--- src/hdl/scg_map.svh ---
`ifndef SCG_MAP_SVH
`define SCG_MAP_SVH
// ==========================================
// clock operation status layout
`define SCG_CSC_RST 8'hC0
`define SCG_CSC_HS_SYSTEM_CLOCK_STOP_BIT 7
`define SCG_CSC_FIXED_BIT 6
`define SCG_CSC_ONCHIP_HS_OSC_STOP_BIT 0
// ==========================================
// system clock select layout
`define SCG_CKC_MCS_BIT 5
`define SCG_CKC_MCM_BIT 4
`endif

--- src/hdl/scg_pkg.sv ---
package scg_pkg;
  // ==========================================
  // oscillator frequency codes, also the option byte encoding
  typedef enum logic [3:0] {
    SCG_F1 = 4'h0,
    SCG_F2 = 4'h1,
    SCG_F3 = 4'h2,
    SCG_F4 = 4'h3,
    SCG_F6 = 4'h4,
    SCG_F8 = 4'h5,
    SCG_F12 = 4'h6,
    SCG_F16 = 4'h7,
    SCG_F24 = 4'h8,
    SCG_F48 = 4'h9
  } scg_freq_t;
  // ==========================================
  // source switch sequencer
  typedef enum logic [1:0] {
    SCG_SW_RUN = 2'b00,
    SCG_SW_DRAIN = 2'b01,
    SCG_SW_ARM = 2'b10
  } scg_sw_state_t;
endpackage

--- src/hdl/scg_sw_if.sv ---
`timescale 1ns/100ps
interface scg_sw_if;
  logic sel;
  logic ih_tick;
  logic hs_tick;
  logic out_tick;
  logic src;
  logic busy;
  modport mux (input sel, input ih_tick, input hs_tick, output out_tick, output src, output busy);
  modport ctl (output sel, output ih_tick, output hs_tick, input out_tick, input src, input busy);
endinterface

--- src/hdl/scg_clk_switch.sv ---
`timescale 1ns/100ps
module scg_clk_switch
  import scg_pkg::*;
(
  input wire logic i_clk,
  input wire logic i_rst,
  input wire logic i_ce,
  scg_sw_if.mux sw
);
  // ==========================================
  // state
  scg_sw_state_t state_q, state_d;
  logic src_q, src_d;
  logic old_tick, new_tick;

  assign old_tick = src_q ? sw.hs_tick : sw.ih_tick;
  assign new_tick = src_q ? sw.ih_tick : sw.hs_tick;

  always_comb begin
    state_d = state_q;
    src_d = src_q;
    unique case (state_q)
      SCG_SW_RUN: begin
        if (sw.sel != src_q) begin
          state_d = SCG_SW_DRAIN;
        end
      end
      // last old pulse passes whole, then the gate closes
      SCG_SW_DRAIN: begin
        if (old_tick) begin
          state_d = SCG_SW_ARM;
        end
      end
      // output held quiet until a clean new edge
      SCG_SW_ARM: begin
        if (new_tick) begin
          src_d = ~src_q;
          state_d = SCG_SW_RUN;
        end
      end
      default: begin
        state_d = SCG_SW_RUN;
      end
    endcase
  end

  always_ff @(posedge i_clk) begin
    if (i_rst) begin
      state_q <= SCG_SW_RUN;
      src_q <= 1'b0;
    end else if (i_ce) begin
      state_q <= state_d;
      src_q <= src_d;
    end
  end

  assign sw.out_tick = (state_q != SCG_SW_ARM) && old_tick;
  assign sw.src = src_q;
  assign sw.busy = state_q != SCG_SW_RUN;
endmodule

--- src/hdl/scg_clock_gen.sv ---
`timescale 1ns/100ps
`include "scg_map.svh"
module scg_clock_gen
  import scg_pkg::*;
(
  input wire logic I_CLOCK,
  input wire logic I_RST,
  input wire logic I_CE,
  input wire logic I_MAIN_CLOCK_SOURCE_SEL,
  input wire logic I_CSC_WR,
  input wire logic [7:0] I_CSC_DATA,
  input wire logic I_STOP_EXEC,
  input wire logic I_HALT_EXEC,
  input wire logic [3:0] I_OPT_FREQ,
  input wire logic I_FREQ_SEL_WR,
  input wire logic [3:0] I_FREQ_SEL_DATA,
  input wire logic I_WATCHDOG_ENABLE_CFG,
  input wire logic I_WATCHDOG_STANDBY_RUN_CFG,
  input wire logic I_INTERVAL_TIMER_LOWCLK_SEL,
  input wire logic I_EXT_MODE,
  input wire logic I_CRYSTAL_CLOCK,
  input wire logic I_EXTERNAL_CLOCK_INPUT,
  input wire logic I_HOCO_TICK,
  input wire logic I_LOWSPEED_TICK,
  output logic O_MAIN_CLOCK_TICK,
  output logic O_MAIN_CLOCK_SOURCE_STATUS,
  output logic O_SWITCH_BUSY,
  output logic [7:0] O_CSC_VALUE,
  output logic [7:0] O_CKC_VALUE,
  output logic O_XTAL_OSC_EN,
  output logic O_EXTCLK_GATE_EN,
  output logic O_HOCO_EN,
  output logic [3:0] O_HOCO_FREQ,
  output logic O_IH_DIV2,
  output logic O_LOWSPEED_EN,
  output logic O_WDT_LS_TICK,
  output logic O_ITMR_LS_TICK,
  output logic O_TMR_LS_TICK
);
  // ==========================================
  // clock operation status
  localparam logic [7:0] csc_rst = `SCG_CSC_RST;
  logic hs_system_clock_stop_q, hs_system_clock_stop_d;
  logic onchip_hs_osc_stop_q, onchip_hs_osc_stop_d;

  always_comb begin
    hs_system_clock_stop_d = hs_system_clock_stop_q;
    onchip_hs_osc_stop_d = onchip_hs_osc_stop_q;
    if (I_CSC_WR) begin
      hs_system_clock_stop_d = I_CSC_DATA[`SCG_CSC_HS_SYSTEM_CLOCK_STOP_BIT];
      onchip_hs_osc_stop_d = I_CSC_DATA[`SCG_CSC_ONCHIP_HS_OSC_STOP_BIT];
    end
  end

  always_ff @(posedge I_CLOCK) begin
    if (I_RST) begin
      hs_system_clock_stop_q <= csc_rst[`SCG_CSC_HS_SYSTEM_CLOCK_STOP_BIT];
      onchip_hs_osc_stop_q <= csc_rst[`SCG_CSC_ONCHIP_HS_OSC_STOP_BIT];
    end else if (I_CE) begin
      hs_system_clock_stop_q <= hs_system_clock_stop_d;
      onchip_hs_osc_stop_q <= onchip_hs_osc_stop_d;
    end
  end

  always_comb begin
    O_CSC_VALUE = 8'h00;
    O_CSC_VALUE[`SCG_CSC_HS_SYSTEM_CLOCK_STOP_BIT] = hs_system_clock_stop_q;
    O_CSC_VALUE[`SCG_CSC_FIXED_BIT] = 1'b1;
    O_CSC_VALUE[`SCG_CSC_ONCHIP_HS_OSC_STOP_BIT] = onchip_hs_osc_stop_q;
  end

  // ==========================================
  // oscillator enables and high-speed system clock
  logic hs_tick;
  assign O_XTAL_OSC_EN = !I_STOP_EXEC && !hs_system_clock_stop_q && !I_EXT_MODE;
  assign O_EXTCLK_GATE_EN = !I_STOP_EXEC && !hs_system_clock_stop_q && I_EXT_MODE;
  assign O_HOCO_EN = !I_STOP_EXEC && !onchip_hs_osc_stop_q;
  assign hs_tick = I_EXT_MODE ? (I_EXTERNAL_CLOCK_INPUT && O_EXTCLK_GATE_EN)
                              : (I_CRYSTAL_CLOCK && O_XTAL_OSC_EN);

  // ==========================================
  // on-chip oscillator frequency
  // illegal override codes are dropped so a bad write cannot mistune the oscillator
  logic ovr_valid_q, ovr_valid_d;
  logic [3:0] ovr_freq_q, ovr_freq_d;
  logic half_q, half_d;
  logic ih_tick;

  always_comb begin
    ovr_valid_d = ovr_valid_q;
    ovr_freq_d = ovr_freq_q;
    half_d = half_q;
    if (I_FREQ_SEL_WR && (I_FREQ_SEL_DATA <= SCG_F48)) begin
      ovr_valid_d = 1'b1;
      ovr_freq_d = I_FREQ_SEL_DATA;
    end
    if (O_IH_DIV2 && I_HOCO_TICK && O_HOCO_EN) begin
      half_d = ~half_q;
    end
  end

  always_ff @(posedge I_CLOCK) begin
    if (I_RST) begin
      ovr_valid_q <= 1'b0;
      ovr_freq_q <= 4'h0;
      half_q <= 1'b0;
    end else if (I_CE) begin
      ovr_valid_q <= ovr_valid_d;
      ovr_freq_q <= ovr_freq_d;
      half_q <= half_d;
    end
  end

  assign O_HOCO_FREQ = ovr_valid_q ? ovr_freq_q : I_OPT_FREQ;
  assign O_IH_DIV2 = O_HOCO_FREQ == SCG_F48;
  assign ih_tick = O_HOCO_EN && I_HOCO_TICK && (!O_IH_DIV2 || half_q);

  // ==========================================
  // main clock source switch
  // a stopped old source never drains, so keep both running across a switch
  scg_sw_if sw ();
  assign sw.sel = I_MAIN_CLOCK_SOURCE_SEL;
  assign sw.ih_tick = ih_tick;
  assign sw.hs_tick = hs_tick;

  scg_clk_switch u_switch (
    .i_clk(I_CLOCK),
    .i_rst(I_RST),
    .i_ce(I_CE),
    .sw(sw)
  );

  // low-speed clock never enters this path
  assign O_MAIN_CLOCK_TICK = sw.out_tick && I_CE;
  assign O_MAIN_CLOCK_SOURCE_STATUS = sw.src;
  assign O_SWITCH_BUSY = sw.busy;

  always_comb begin
    O_CKC_VALUE = 8'h00;
    O_CKC_VALUE[`SCG_CKC_MCS_BIT] = sw.src;
    O_CKC_VALUE[`SCG_CKC_MCM_BIT] = I_MAIN_CLOCK_SOURCE_SEL;
  end

  // ==========================================
  // low-speed oscillator
  logic ls_sleep;
  assign ls_sleep = (I_HALT_EXEC || I_STOP_EXEC) && I_WATCHDOG_ENABLE_CFG &&
    !I_INTERVAL_TIMER_LOWCLK_SEL && !I_WATCHDOG_STANDBY_RUN_CFG;
  assign O_LOWSPEED_EN = (I_WATCHDOG_ENABLE_CFG || I_INTERVAL_TIMER_LOWCLK_SEL) &&
    !ls_sleep;
  assign O_WDT_LS_TICK = O_LOWSPEED_EN && I_LOWSPEED_TICK && I_CE;
  assign O_ITMR_LS_TICK = O_LOWSPEED_EN && I_LOWSPEED_TICK && I_CE;
  assign O_TMR_LS_TICK = O_LOWSPEED_EN && I_LOWSPEED_TICK && I_CE;
endmodule

--- config.mk ---
export PLATFORM = sky130hd
export DESIGN_NAME = scg_clock_gen
export DESIGN_NICKNAME = d
export VERILOG_FILES = /design/src/hdl/scg_pkg.sv /design/src/hdl/scg_sw_if.sv /design/src/hdl/scg_clk_switch.sv /design/src/hdl/scg_clock_gen.sv
export VERILOG_INCLUDE_DIRS = /design/src /design/src/hdl
export SDC_FILE = /design/constraint.sdc
export NUM_CORES = 1
export LEC_CHECK = 0
export BUFFER_PORTS_ARGS = -buffer_cell sky130_fd_sc_hd__buf_2
export CAP_MARGIN = 10
export CORE_ASPECT_RATIO = 1.2
export CORE_MARGIN = 5
export CORE_UTILIZATION = 40
export CTS_CLUSTER_SIZE = 20
export DETAILED_ROUTE_END_ITERATION = 12
export GPL_TIMING_DRIVEN = 0
export PLACE_DENSITY = 0.87
export SLEW_MARGIN = 10
export SYNTH_ARGS = -nofsm -noshare
export SYNTH_HDL_FRONTEND = slang
export SYNTH_SLANG_ARGS = --single-unit
--- constraint.sdc ---
create_clock -name I_CLOCK -period 2.9 [get_ports I_CLOCK]
set_input_delay 0.58 -clock I_CLOCK [delete_from_list [all_inputs] [get_ports I_CLOCK]]
set_output_delay 0.58 -clock I_CLOCK [all_outputs]
set_load 0.03 [all_outputs]
==> Word level (Yosys, flattened, before mapping) <==
Cells that the tools add are included.
{ "totals": {"reg_bits": 11, "latchBits": 0, "ram_bits": 0, "rom_bits": 0, "in_bits": 32, "word_cells": 63, "n_memories": 0} }
{ "classes": {"n_addsub": 0, "n_mul": 0, "div_mod_pow": 0, "order_cmp": 1, "eq_ne": 8, "shift": 0, "mux": 8, "bitwise": 2, "reduce_logical": 37} }
{ "op_table": {"columns": ["cell", "n"], "rows": [
  ["logical AND 1 bit", 19],
  ["logical NOT 1 bit", 8],
  ["2-to-1 mux 2 bit", 3],
  ["inequality test 2 x 1 -> 1 bit (second input constant)", 3],
  ["case mux 2 bit (3 select lines)", 1],
  ["AND reduction 2 bit", 3],
  ["equality test 4 bit (second input constant)", 1],
  ["less-or-equal comparator 4 bit (second input constant)", 1],
  ["2-to-1 mux 4 bit", 1],
  ["AND reduction 4 bit", 1],
  ["logical OR 1 bit", 3],
  ["2-to-1 mux 1 bit", 3],
  ["AND reduction 3 bit", 1],
  ["equality test 2 x 1 -> 1 bit (second input constant)", 1],
  ["equality test 2 bit (second input constant)", 1],
  ["logical NOT 2 bit", 1],
  ["inequality test 2 bit (second input constant)", 1],
  ["inverter 1 bit", 2],
  ["nonzero test 2 bit", 1],
  ["inequality test 1 bit", 1]
]} }

==> Depth between registers and ports, before layout <==
Gate-level depths: netlist of the first run.
{ "depth": {"ltp_word": 8, "depth_mapped": 5, "mapped_depth_nobuf": 4} }

==> Hierarchy <==
A second synthesis of the first run with hierarchy kept.
{ "unflattened": {"hier_cells": 108, "hier_area_um2": 912.1} }
{ "modules_own_cells": {"columns": ["mod", "n_inst", "cells_each", "area_per_inst_um2"], "rows": [
  ["scg_clock_gen", 1, 82, 668.1],
  ["scg_clk_switch", 1, 26, 244.0]
]} }

==> Worst setup path before layout of the first run <==
OpenSTA, ideal clock, no wires.
{ "synth_path": {"path_kind": "input-to-output", "start": "input I_STOP_EXEC", "end": "output O_MAIN_CLOCK_TICK", "arrival_ns": 2.128, "slack_ns": 0.192, "path_stages": 4, "path_buffers": 0, "path_cell_list": "nor2_1 -> nand3_1 -> or3_1 -> a21boi_1"} }
{ "synth_via": {"elab_chain_len": 8, "elab_cells_between_ends": 13, "classes_between": "mux: 2; reduce/logical: 11"} }
{ "synth_lines": {"columns": ["element", "line", "rtl"], "rows": [
  ["from (decl)", "scg_clock_gen.sv:12", "input wire logic I_STOP_EXEC,"],
  ["logical NOT 1 bit (*)", "scg_clock_gen.sv:75, scg_clock_gen.sv:76, scg_clock_gen.sv:77", null],
  ["logical AND 1 bit", "scg_clock_gen.sv:75, scg_clock_gen.sv:76", null],
  ["logical AND 1 bit (on tied branches)", "scg_clock_gen.sv:75, scg_clock_gen.sv:76", null],
  ["logical AND 1 bit (on tied branches)", "scg_clock_gen.sv:79, scg_clock_gen.sv:78", null],
  ["2-to-1 mux 1 bit", "scg_clock_gen.sv:78", "assign hs_tick = I_EXT_MODE ? (I_EXTERNAL_CLOCK_INPUT && O_EXTCLK_GATE_EN)"],
  ["2-to-1 mux 1 bit (*)", "scg_clk_switch.sv:16", "assign old_tick = src_q ? sw.hs_tick : sw.ih_tick;"],
  ["logical AND 1 bit (*)", "scg_clk_switch.sv:57", "assign sw.out_tick = (state_q != SCG_SW_ARM) && old_tick;"],
  ["logical AND 1 bit (*)", "scg_clock_gen.sv:134", "assign O_MAIN_CLOCK_TICK = sw.out_tick && I_CE;"],
  ["to (decl)", "scg_clock_gen.sv:25", "output logic O_MAIN_CLOCK_TICK,"]
]} }
Mark *: on every way between the ends. The rest lies on a longest branch, timed or not.

==> Worst setup path after layout of the first run <==
{ "layout_path": {"start": "input I_OPT_FREQ[3]", "end": "output O_MAIN_CLOCK_TICK"} }
{ "layout_via": {"elab_chain_len": 8} }
{ "layout_lines": {"columns": ["element", "line", "rtl"], "rows": [
  ["from (decl)", "scg_clock_gen.sv:14", "input wire logic [3:0] I_OPT_FREQ,"],
  ["2-to-1 mux 4 bit", "scg_clock_gen.sv:114", "assign O_HOCO_FREQ = ovr_valid_q ? ovr_freq_q : I_OPT_FREQ;"],
  ["equality test 4 bit", "scg_clock_gen.sv:115", "assign O_IH_DIV2 = O_HOCO_FREQ == SCG_F48;"],
  ["logical NOT 1 bit", "scg_clock_gen.sv:116", "assign ih_tick = O_HOCO_EN && I_HOCO_TICK && (!O_IH_DIV2 || half_q);"],
  ["logical OR 1 bit", "scg_clock_gen.sv:116", null],
  ["logical AND 1 bit", "scg_clock_gen.sv:116", null],
  ["2-to-1 mux 1 bit", "scg_clk_switch.sv:16", null],
  ["logical AND 1 bit", "scg_clk_switch.sv:57", null],
  ["logical AND 1 bit", "scg_clock_gen.sv:134", null]
]} }
No other way between the ends.

==> results.ini, run 1 <==
[worst_hold_path]
holdPathEnd = onchip_hs_osc_stop_q$_SDFFE_PP0P_
holdPathStages = 2
worstHoldStart = onchip_hs_osc_stop_q$_SDFFE_PP0P_
min_path_type = reg -> reg

[cells_and_area]
syn2layout_area_growth_pct = 37.63
final_util_pct = 56.72
antenna_cells = 0
nets = 193
layout-drive-gt1-share_pct = 46.25
nFillCells = 195

[yosys]
yosysUniqueCellTypes = 37
synthCells = 103
yosysSeqAreaShare_pct = 26.07
synth_flop_cell = dfxtp_1
async_reset_ff_share_pct = 0
yosys_register_bits = 11
syn_area_per_cell_um2 = 8.200
ys_warn_count = 0
synth_edf_count = 0
synth_area_um2 = 844.6

[floorplanning]
die_w_um = 51.95
core_region_area_um2 = 2049
start_util_pct = 41.21
chipHeight_um = 60.34
die_area_um2 = 3134
pin_count = 63
fp-row-count = 18

[placed_design]
io_buffers = 43
dp_hpwl_um = 1673
gp_congestion = 0.7914

[power_and_ir_drop]
p_per_area_nw_per_um2 = 361.4
clock_power_share_pct = 24.7
max-vdd-ir-drop_uv = 339.2
power_uw = 420.0
swShare_pct = 35.22
switching_power_uw = 147.9
p_comb_share_pct = 36.1
cellInternalPower_uw = 272.1
power_frac_seq_pct = 39.2
p_leak_nw = 0.6166

[clock_network]
htreeDepth = 1
cts.clk_slew.worst_paths_ns = 0.07
numCtsBuffers = 3
cts_sinks = 11
cts_tree = built
cts_resized = 0
clkLatencyLatePin_ns = 0.26
cts_hold_buf = 0
clockRootBuffer = clkbuf_4
post_cts_buffers = 0
cts_max_path_buffers = 2

[sta]
hold_viol_final = 0
setup_tns_ns = 0
holdWs_ns = 0.4881
period_minus_slack_ns = 2.463
maxSlewViolCount = 0
skew_ns = 0.004552
fmaxAchievable_mhz = 406.0
finalSetupViolations = 0
period_share_pct = 84.93
rsz0062_at_grt = false

[grt]
grt_pass1_vias = 808
grt_first_pass_wirelength_um = 3194
track_usage_pct = 12.99
grt_overflow = 0
grt_max_degree = 11
antenna_found_initial = 0

[critical_path]
worstPathMaxFanout = 5
crit_type = in -> out
cp.arrival_ns = 1.88
reg2reg_depth = 4
start_kind = input pin
r2r_slack_ns = 1.57
cp-end-kind = output pin
cp.required_ns = 2.32
r2r_start = ovr_freq_q[2]$_SDFFE_PP0P_
r2r_end = u_switch.sw.src$_SDFFE_PP0P_

[routing]
wirelength_um = 1932
antenna_violating_nets_post_route = 0
drc = 0
drt_iter0_drc = 11
dr.pass1.iters = 4
avgRoutedWirePerCell_um = 10.17
viasPerCell = 4.437
routed-via-count = 843

[flow_run]
maxCapViolCount = 0

[run_status]
outcome = completed

## critical path, stage by stage
cell and delay [ns]:
buf_2 0.10, and4bb_2 0.23, a22o_1 0.26, or3_1 0.36
a21boi_1 0.14, buf_2 0.21
## cells in the final DEF, fill, tap and decap left out, types with 2 or more instances in the layout
cell,synthesis,layout
mux2i_1,7,7
a21oi_1,3,3
and3_1,3,3
clkbuf_4,0,3
mux2_2,4,4
nor2_1,10,10
dfxtp_1,11,11
o21ai_0,4,4
clkbuf_1,3,3
inv_1,2,2
nand3_1,2,2
a21o_1,2,2
buf_4,18,18
conb_1,2,12
or3_1,3,3
buf_2,1,44
nand2_1,5,5
nor3b_1,2,2
nor3_1,2,2
## power groups by stage
stage          registers (mW)  logic [mW]  clock network [mW]
4_1_cts                 0.165       0.151               0.109
3_5_place_dp            0.168       0.151                   0
3_3_place_gp            0.168       0.149                   0
5_1_grt                 0.166       0.163               0.119
2_1_floorplan           0.166       0.114                   0
6_report                0.165       0.152               0.104
## final cells by class
type | count | area [um^2] | share of cell area (%)
buffer | 23 | 162.7 | 13.99
clock buffer | 3 | 22.52 | 1.938
clock inverter | 1 | 5.005 | 0.4306
inverter | 2 | 7.507 | 0.6459
multi-input combinational | 77 | 491.7 | 42.30
sequential | 11 | 220.2 | 18.95
tap | 30 | 37.54 | 3.229
timing repair buffer | 43 | 215.2 | 18.51
## registers in the layout, indices dropped and copies added, names as in the netlist
| signal | flops |
|---|---|
| half_q | 1 |
| hs_system_clock_stop_q | 1 |
| onchip_hs_osc_stop_q | 1 |
| ovr_freq_q | 4 |
| ovr_valid_q | 1 |
| u_switch.state_q | 2 |
| u_switch.sw.src | 1 |
## Yosys cell counts, types with 3 or more instances
master	n	area (um^2)
mux2_2	4	45.04
buf_4	18	135.1
mux2i_1	7	70.07
or3_1	3	18.77
a21oi_1	3	15.01
clkbuf_1	3	11.26
dfxtp_1	11	220.2
and3_1	3	18.77
nor2_1	10	37.54
nand2_1	5	18.77
o21ai_0	4	20.02
## worst max path at each step
stage	depth (start not counted)	to	start	slack (ns)
2_1_floorplan	4	O_MAIN_CLOCK_TICK	I_STOP_EXEC	0.19
3_3_place_gp	6	O_MAIN_CLOCK_TICK	I_OPT_FREQ[3]	0.46
3_5_place_dp	6	O_MAIN_CLOCK_TICK	I_OPT_FREQ[3]	0.44
4_1_cts	6	O_MAIN_CLOCK_TICK	I_OPT_FREQ[3]	0.44
5_1_grt	6	O_MAIN_CLOCK_TICK	I_OPT_FREQ[3]	0.37
6_report	6	O_MAIN_CLOCK_TICK	I_OPT_FREQ[3]	0.44
## per-layer routing
metal	wire (um)	share of wire [%]	GRT usage (%)	up-vias
li1	-	-	-	445
met1	726	38	13.40	373
met2	1080	56	25.67	23
met3	100	5.2	2.211	2
met4	25	1.3	4.869	0
met5	0	0	0	-
## metrics by stage
step	std cells	area, um^2	setup WS, ns
finish	190	1162	0.4369
CTS	190	1162	0.4389
detailed placement	186	1135	0.4419
global placement	186	1135	0.4634
floorplan	113	882.1	0.1918
global route	190	1162	0.3664
## cell families after synthesis
kind of cell	share of synthesized area, %
AND/OR/NAND/NOR	24.00
XOR/XNOR	1.037
flip-flops	26.07
multiplexers	13.63
buffers and inverters	20.15
AO/OA/AOI/OAI	14.22
other	0.8892
Power figures use the tool's default switching activity.
==> run 2: changes to the inputs <==
Settings changed: ABC_AREA set to 1, CORE_UTILIZATION 40 to 39, PLACE_DENSITY 0.87 to 0.85.
Clock period 2.9 ns to 2.4 ns, I/O delays scaled along.
==> run 2 against run 1 <==
Compared with the run above:
- count of clock-buffer cells in the layout increased by 1
- global-route usage decreased by 0.35 points
- clock power increased by 18%
- routed wire length decreased by 0.41%
- clock skew about the same
- sequential power increased by 25%
- combinational power increased by 49%
- highest routed layer unchanged
- synthesized cell count increased by 24%
- sequential cell count unchanged
- critical endpoint unchanged
==> results.ini, run 2 <==
[run_status]
outcome = completed

[sta]
holdWs_ns = 0.4087
finalSetupViolations = 0
rsz0062_at_grt = false
period_minus_slack_ns = 1.953
setup_tns_ns = 0
fmaxAchievable_mhz = 511.9
maxSlewViolCount = 0
setup_ws_ns = 0.4466
period_share_pct = 81.39
skew_ns = 0.004191
hold_viol_final = 0

[critical_path]
path_common_cell = nand2_1
start_kind = flop
worstPathMaxFanout = 4
r2r_start = ovr_valid_q$_SDFFE_PP0P_
cp-end-kind = output pin
cp.required_ns = 1.92
crit_slowest_cell = dfxtp_1
r2r_end = u_switch.state_q[0]$_SDFFE_PP0P_
cp.arrival_ns = 1.47
cp.depth = 6
reg2reg_depth = 11
crit_type = reg -> out
worstPathCellList = nor3b_2 -> nand2_1 -> nand2_1 -> nand2_1 -> a21oi_1 -> buf_2
path_delay_family = simple AND/OR/NAND/NOR gates
r2r_slack_ns = 1.05
critPathBufInv = 1
cpPeakStageDelay_ns = 0.35

[yosys]
syn_area_per_cell_um2 = 6.569
synth_top_cell_area_share_pct = 26.19
yosysSeqAreaShare_pct = 26.19
yosysTopAreaCell = dfxtp_1
synthCells = 128
ys_warn_count = 0
synth_commonest_cells = nand2_1, buf_4, inv_1
synth_area_leaders = dfxtp_1, buf_4, nand2_1
synth_flop_cell = dfxtp_1
async_reset_ff_share_pct = 0
synth_area_um2 = 840.8
yosysMostFrequentCell = nand2_1
yosys_register_bits = 11
synth_edf_count = 0
yosysUniqueCellTypes = 18

[clock_network]
post_cts_buffers = 0
numCtsBuffers = 3
cts_tree = built
clkLatencyLatePin_ns = 0.26
cts_hold_buf = 0
cts_resized = 0
clockRootBuffer = clkbuf_4
cts_sinks = 11
cts_max_path_buffers = 2
htreeDepth = 1
cts.clk_slew.worst_paths_ns = 0.07

[routing]
drt_iter0_drc = 8
avgRoutedWirePerCell_um = 8.949
viasPerCell = 4.223
routed-via-count = 908
dr.pass1.iters = 4
drc = 0
antenna_violating_nets_post_route = 0
wirelength_um = 1924

[cells_and_area]
final_common_cell = buf_2
regArea_um2 = 220.2
antenna_cells = 0
layout-drive-gt1-share_pct = 42.70
reg.largest.list = ovr_freq_q (4), u_switch.state_q (2)
largest_reg_flops = 4
nets = 218
layout_common_cells = buf_2, nand2_1, inv_1, buf_4, nor2_1
syn2layout_area_growth_pct = 37.65
top_register = ovr_freq_q
multiInputGateArea_um2 = 447.9
final_util_pct = 55.86
nFillCells = 225

[power_and_ir_drop]
power_uw = 555.5
p_leak_nw = 0.6711
max-vdd-ir-drop_uv = 349.7
p_per_area_nw_per_um2 = 480.0

[grt]
grt_overflow = 0
antenna_found_initial = 0
grt_pass1_vias = 808
track_usage_pct = 12.64
grt_max_degree = 10
grt_first_pass_wirelength_um = 3084

[worst_hold_path]
holdPathStages = 2
worstHoldStart = I_RST
min_path_type = in -> reg
holdPathEnd = ovr_valid_q$_SDFFE_PP0P_

[floorplanning]
die_area_um2 = 3188
die_w_um = 52.39
pin_count = 63
chipHeight_um = 60.87
start_util_pct = 40.58
fp-row-count = 18
core_region_area_um2 = 2072

[flow_run]
maxCapViolCount = 0

[placed_design]
gp_congestion = 0.8149
io_buffers = 43
preCtsSetupSlack_ns = 0.4742
dp_hpwl_um = 1686

[run 2: worst reg2reg max path: stages (launching register included)]
cell and delay (ns):
dfxtp_1 0.41, inv_2 0.09, nand2_1 0.06, nand2_1 0.09, nor2_4 0.11, nand3_2 0.09
nand3_2 0.08, nand2_1 0.07, nand3_2 0.10, nand2_1 0.06, nand2_1 0.05, nor2_1 0.04
[run 2: worst max path at each step]
stage / end / from / slack, ns
floorplan: O_MAIN_CLOCK_TICK / I_EXT_MODE / 0.17
finish: O_MAIN_CLOCK_TICK / hs_system_clock_stop_q$_SDFFE_PP1P_ / 0.45
global route: O_MAIN_CLOCK_TICK / hs_system_clock_stop_q$_SDFFE_PP1P_ / 0.29
detailed placement: O_MAIN_CLOCK_TICK / I_STOP_EXEC / 0.47
CTS: O_MAIN_CLOCK_TICK / hs_system_clock_stop_q$_SDFFE_PP1P_ / 0.44
global placement: O_MAIN_CLOCK_TICK / I_STOP_EXEC / 0.50
[run 2: layout make-up]
cell class                 count  area share [%]
multi-input combinational     89           38.70
sequential                    11           19.03
timing repair buffer          43           18.59
buffer                        19           12.00
inverter                      19           6.162
tap                           30           3.243
clock buffer                   4           2.270
[run 2: report_power, final]
part	internal (mW)	switching, mW
registers	0.196	0.0110
clock network	0.0642	0.0589
logic	0.0800	0.146
total	0.340	0.216
[run 2: logic make-up after synthesis]
family | count (synthesis) | share of synthesized area [%]
buffers and inverters | 38 | 25.00
DFF | 11 | 26.19
AOI/OAI and AO/OA | 19 | 11.61
other | 2 | 0.8932
and+or+nand+nor | 58 | 36.31
[run 2: routing by layer]
metal  GRT usage [%]  up-vias  share of wire (%)
li1                -      484                  -
met1           13.97      379                 39
met2           22.52       41                 50
met3           1.720        4                9.5
met4           8.029        0                1.7
met5               0        -                  0
[run 2: stage by stage]
step                instances  instance area (um^2)
floorplan                 138                 878.3
global placement          211                  1131
detailed placement        211                  1131
CTS                       215                  1157
global route              215                  1157
finish                    215                  1157
==> run 3: changes to the inputs <==
Settings changed: ABC_AREA 1 to 0.
Clock period 2.4 ns to 1.8 ns, I/O delays scaled along.
==> run 3 against run 2 <==
Compared with the run above:
- the run now ends with setup timing left
- setup slack worse by 0.69 ns
- die area grew 0.36%
- combinational power rose by 14%
- via count decreased by 2.9%
- worst hold slack got worse by 0.080 ns
- critical endpoint unchanged
- largest cell class unchanged
==> results.ini, run 3 (same netlist as run 1, synthesis figures left out) <==
[run_status]
outcome = finished with violations
violations = setup timing

[sta]
setup_ws_ns = -0.2426
hold_viol_final = 0
period_minus_slack_ns = 2.043
period_share_pct = 113.5
maxSlewViolCount = 0
finalSetupViolations = 1
skew_ns = 0.005137
rsz0062_at_grt = true
fmaxAchievable_mhz = 489.6

[critical_path]
start_kind = flop
cp.arrival_ns = 1.68
worstPathMaxFanout = 8
crit_type = reg -> out
cp-end-kind = output pin
cp.required_ns = 1.44

[clock_network]
numCtsBuffers = 3
cts.clk_slew.worst_paths_ns = 0.08
clockRootBuffer = clkbuf_4
htreeDepth = 1
clkLatencyLatePin_ns = 0.28
cts_tree = built
cts_sinks = 11
cts_hold_buf = 0
cts_max_path_buffers = 2

[power_and_ir_drop]
max-vdd-ir-drop_uv = 333.7
p_per_area_nw_per_um2 = 572.3
p_leak_nw = 0.6487

[placed_design]
gp_congestion = 0.7453
io_buffers = 43
preCtsSetupSlack_ns = -0.2085
dp_hpwl_um = 1811

[floorplanning]
chipHeight_um = 60.98
die_w_um = 52.48
pin_count = 63
fp-row-count = 18
start_util_pct = 40.76
core_region_area_um2 = 2072
die_area_um2 = 3200

[cells_and_area]
final_util_pct = 59.12
reg.largest.list = ovr_freq_q (4), u_switch.state_q (2)
nFillCells = 201
syn2layout_area_growth_pct = 45.04
multiInputGateArea_um2 = 515.5
layout-drive-gt1-share_pct = 50.61
nets = 197
antenna_cells = 0
regArea_um2 = 224.0
largest_reg_flops = 4
layout_common_cells = buf_2, buf_4, conb_1, nor2_1, dfxtp_1
final_common_cell = buf_2
top_register = ovr_freq_q

[grt]
grt_pass1_vias = 918
grt_max_degree = 11
grt_overflow = 0
grt_first_pass_wirelength_um = 3795
antenna_found_initial = 0
track_usage_pct = 16.09

[routing]
avgRoutedWirePerCell_um = 11.58
drc = 0
antenna_violating_nets_post_route = 0
drt_iter0_drc = 6
wirelength_um = 2246
routed-via-count = 882
viasPerCell = 4.546
dr.pass1.iters = 4

[flow_run]
maxCapViolCount = 0

[worst_hold_path]
min_path_type = in -> reg

[run 3: timing repair]
action / in CTS / in global routing
endpoints found under the setup margin: 1 / 1
buffers inserted: 3 / 1
pin swaps: 4 / 2
gates resized for setup: 5 / 0
[run 3: worst max-delay path, cell delays in order, from the launching register on]
cell,delay [ns]
dfxtp_1,0.31
buf_6,0.13
nor2b_4,0.12
a22o_1,0.24
or3_4,0.34
a21boi_4,0.13
buf_6,0.14
[run 3: path summary, 6_finish.rpt]
check	from	endpoint	slack, ns	cells past startpoint
worst min-delay path	I_FREQ_SEL_DATA[0]	ovr_freq_q[0]$_SDFFE_PP0P_	0.33	3
worst max-delay path	ovr_valid_q$_SDFFE_PP0P_	O_MAIN_CLOCK_TICK	-0.24	6
worst max register to register	ovr_valid_q$_SDFFE_PP0P_	u_switch.state_q[0]$_SDFFE_PP0P_	0.30	7
worst min register to register	onchip_hs_osc_stop_q$_SDFFE_PP0P_	onchip_hs_osc_stop_q$_SDFFE_PP0P_	0.52	2
[run 3: routing by layer]
metal / part of all wire (%) / track usage (%)
met4: 3.0 / 9.854
met2: 53 / 29.96
met3: 7.2 / 3.931
met1: 36 / 15.80
met5: 0 / 0
[run 3: final cells by class]
class                           count  share of cell area [%]
Clock buffer                        4                   2.145
Timing Repair Buffer               47                   20.53
Buffer                             23                   13.28
Inverter                            2                  0.6129
Multi-Input combinational cell     77                   42.08
Tap cell                           30                   3.064
Sequential cell                    11                   18.28
[run 3: power by group]
part	total, mW	switching, mW	internal [mW]
clock network	0.178	0.0922	0.0861
registers	0.266	0.0103	0.256
logic	0.257	0.148	0.108
[run 3: through the flow]
stage	hold slack (ns)	total power, mW	TNS, ns	area [um^2]	instances
after CTS	0.3288	0.7028	-0.2760	1217	193
final	0.3292	0.7010	-0.2426	1225	194
after global placement	0.4930	0.5141	-0.1935	1159	186
after global routing	0.3340	0.7385	-0.3005	1225	194
after detailed placement	0.5112	0.5205	-0.2085	1159	186
after floorplan	0.4690	0.4546	0	905.9	113
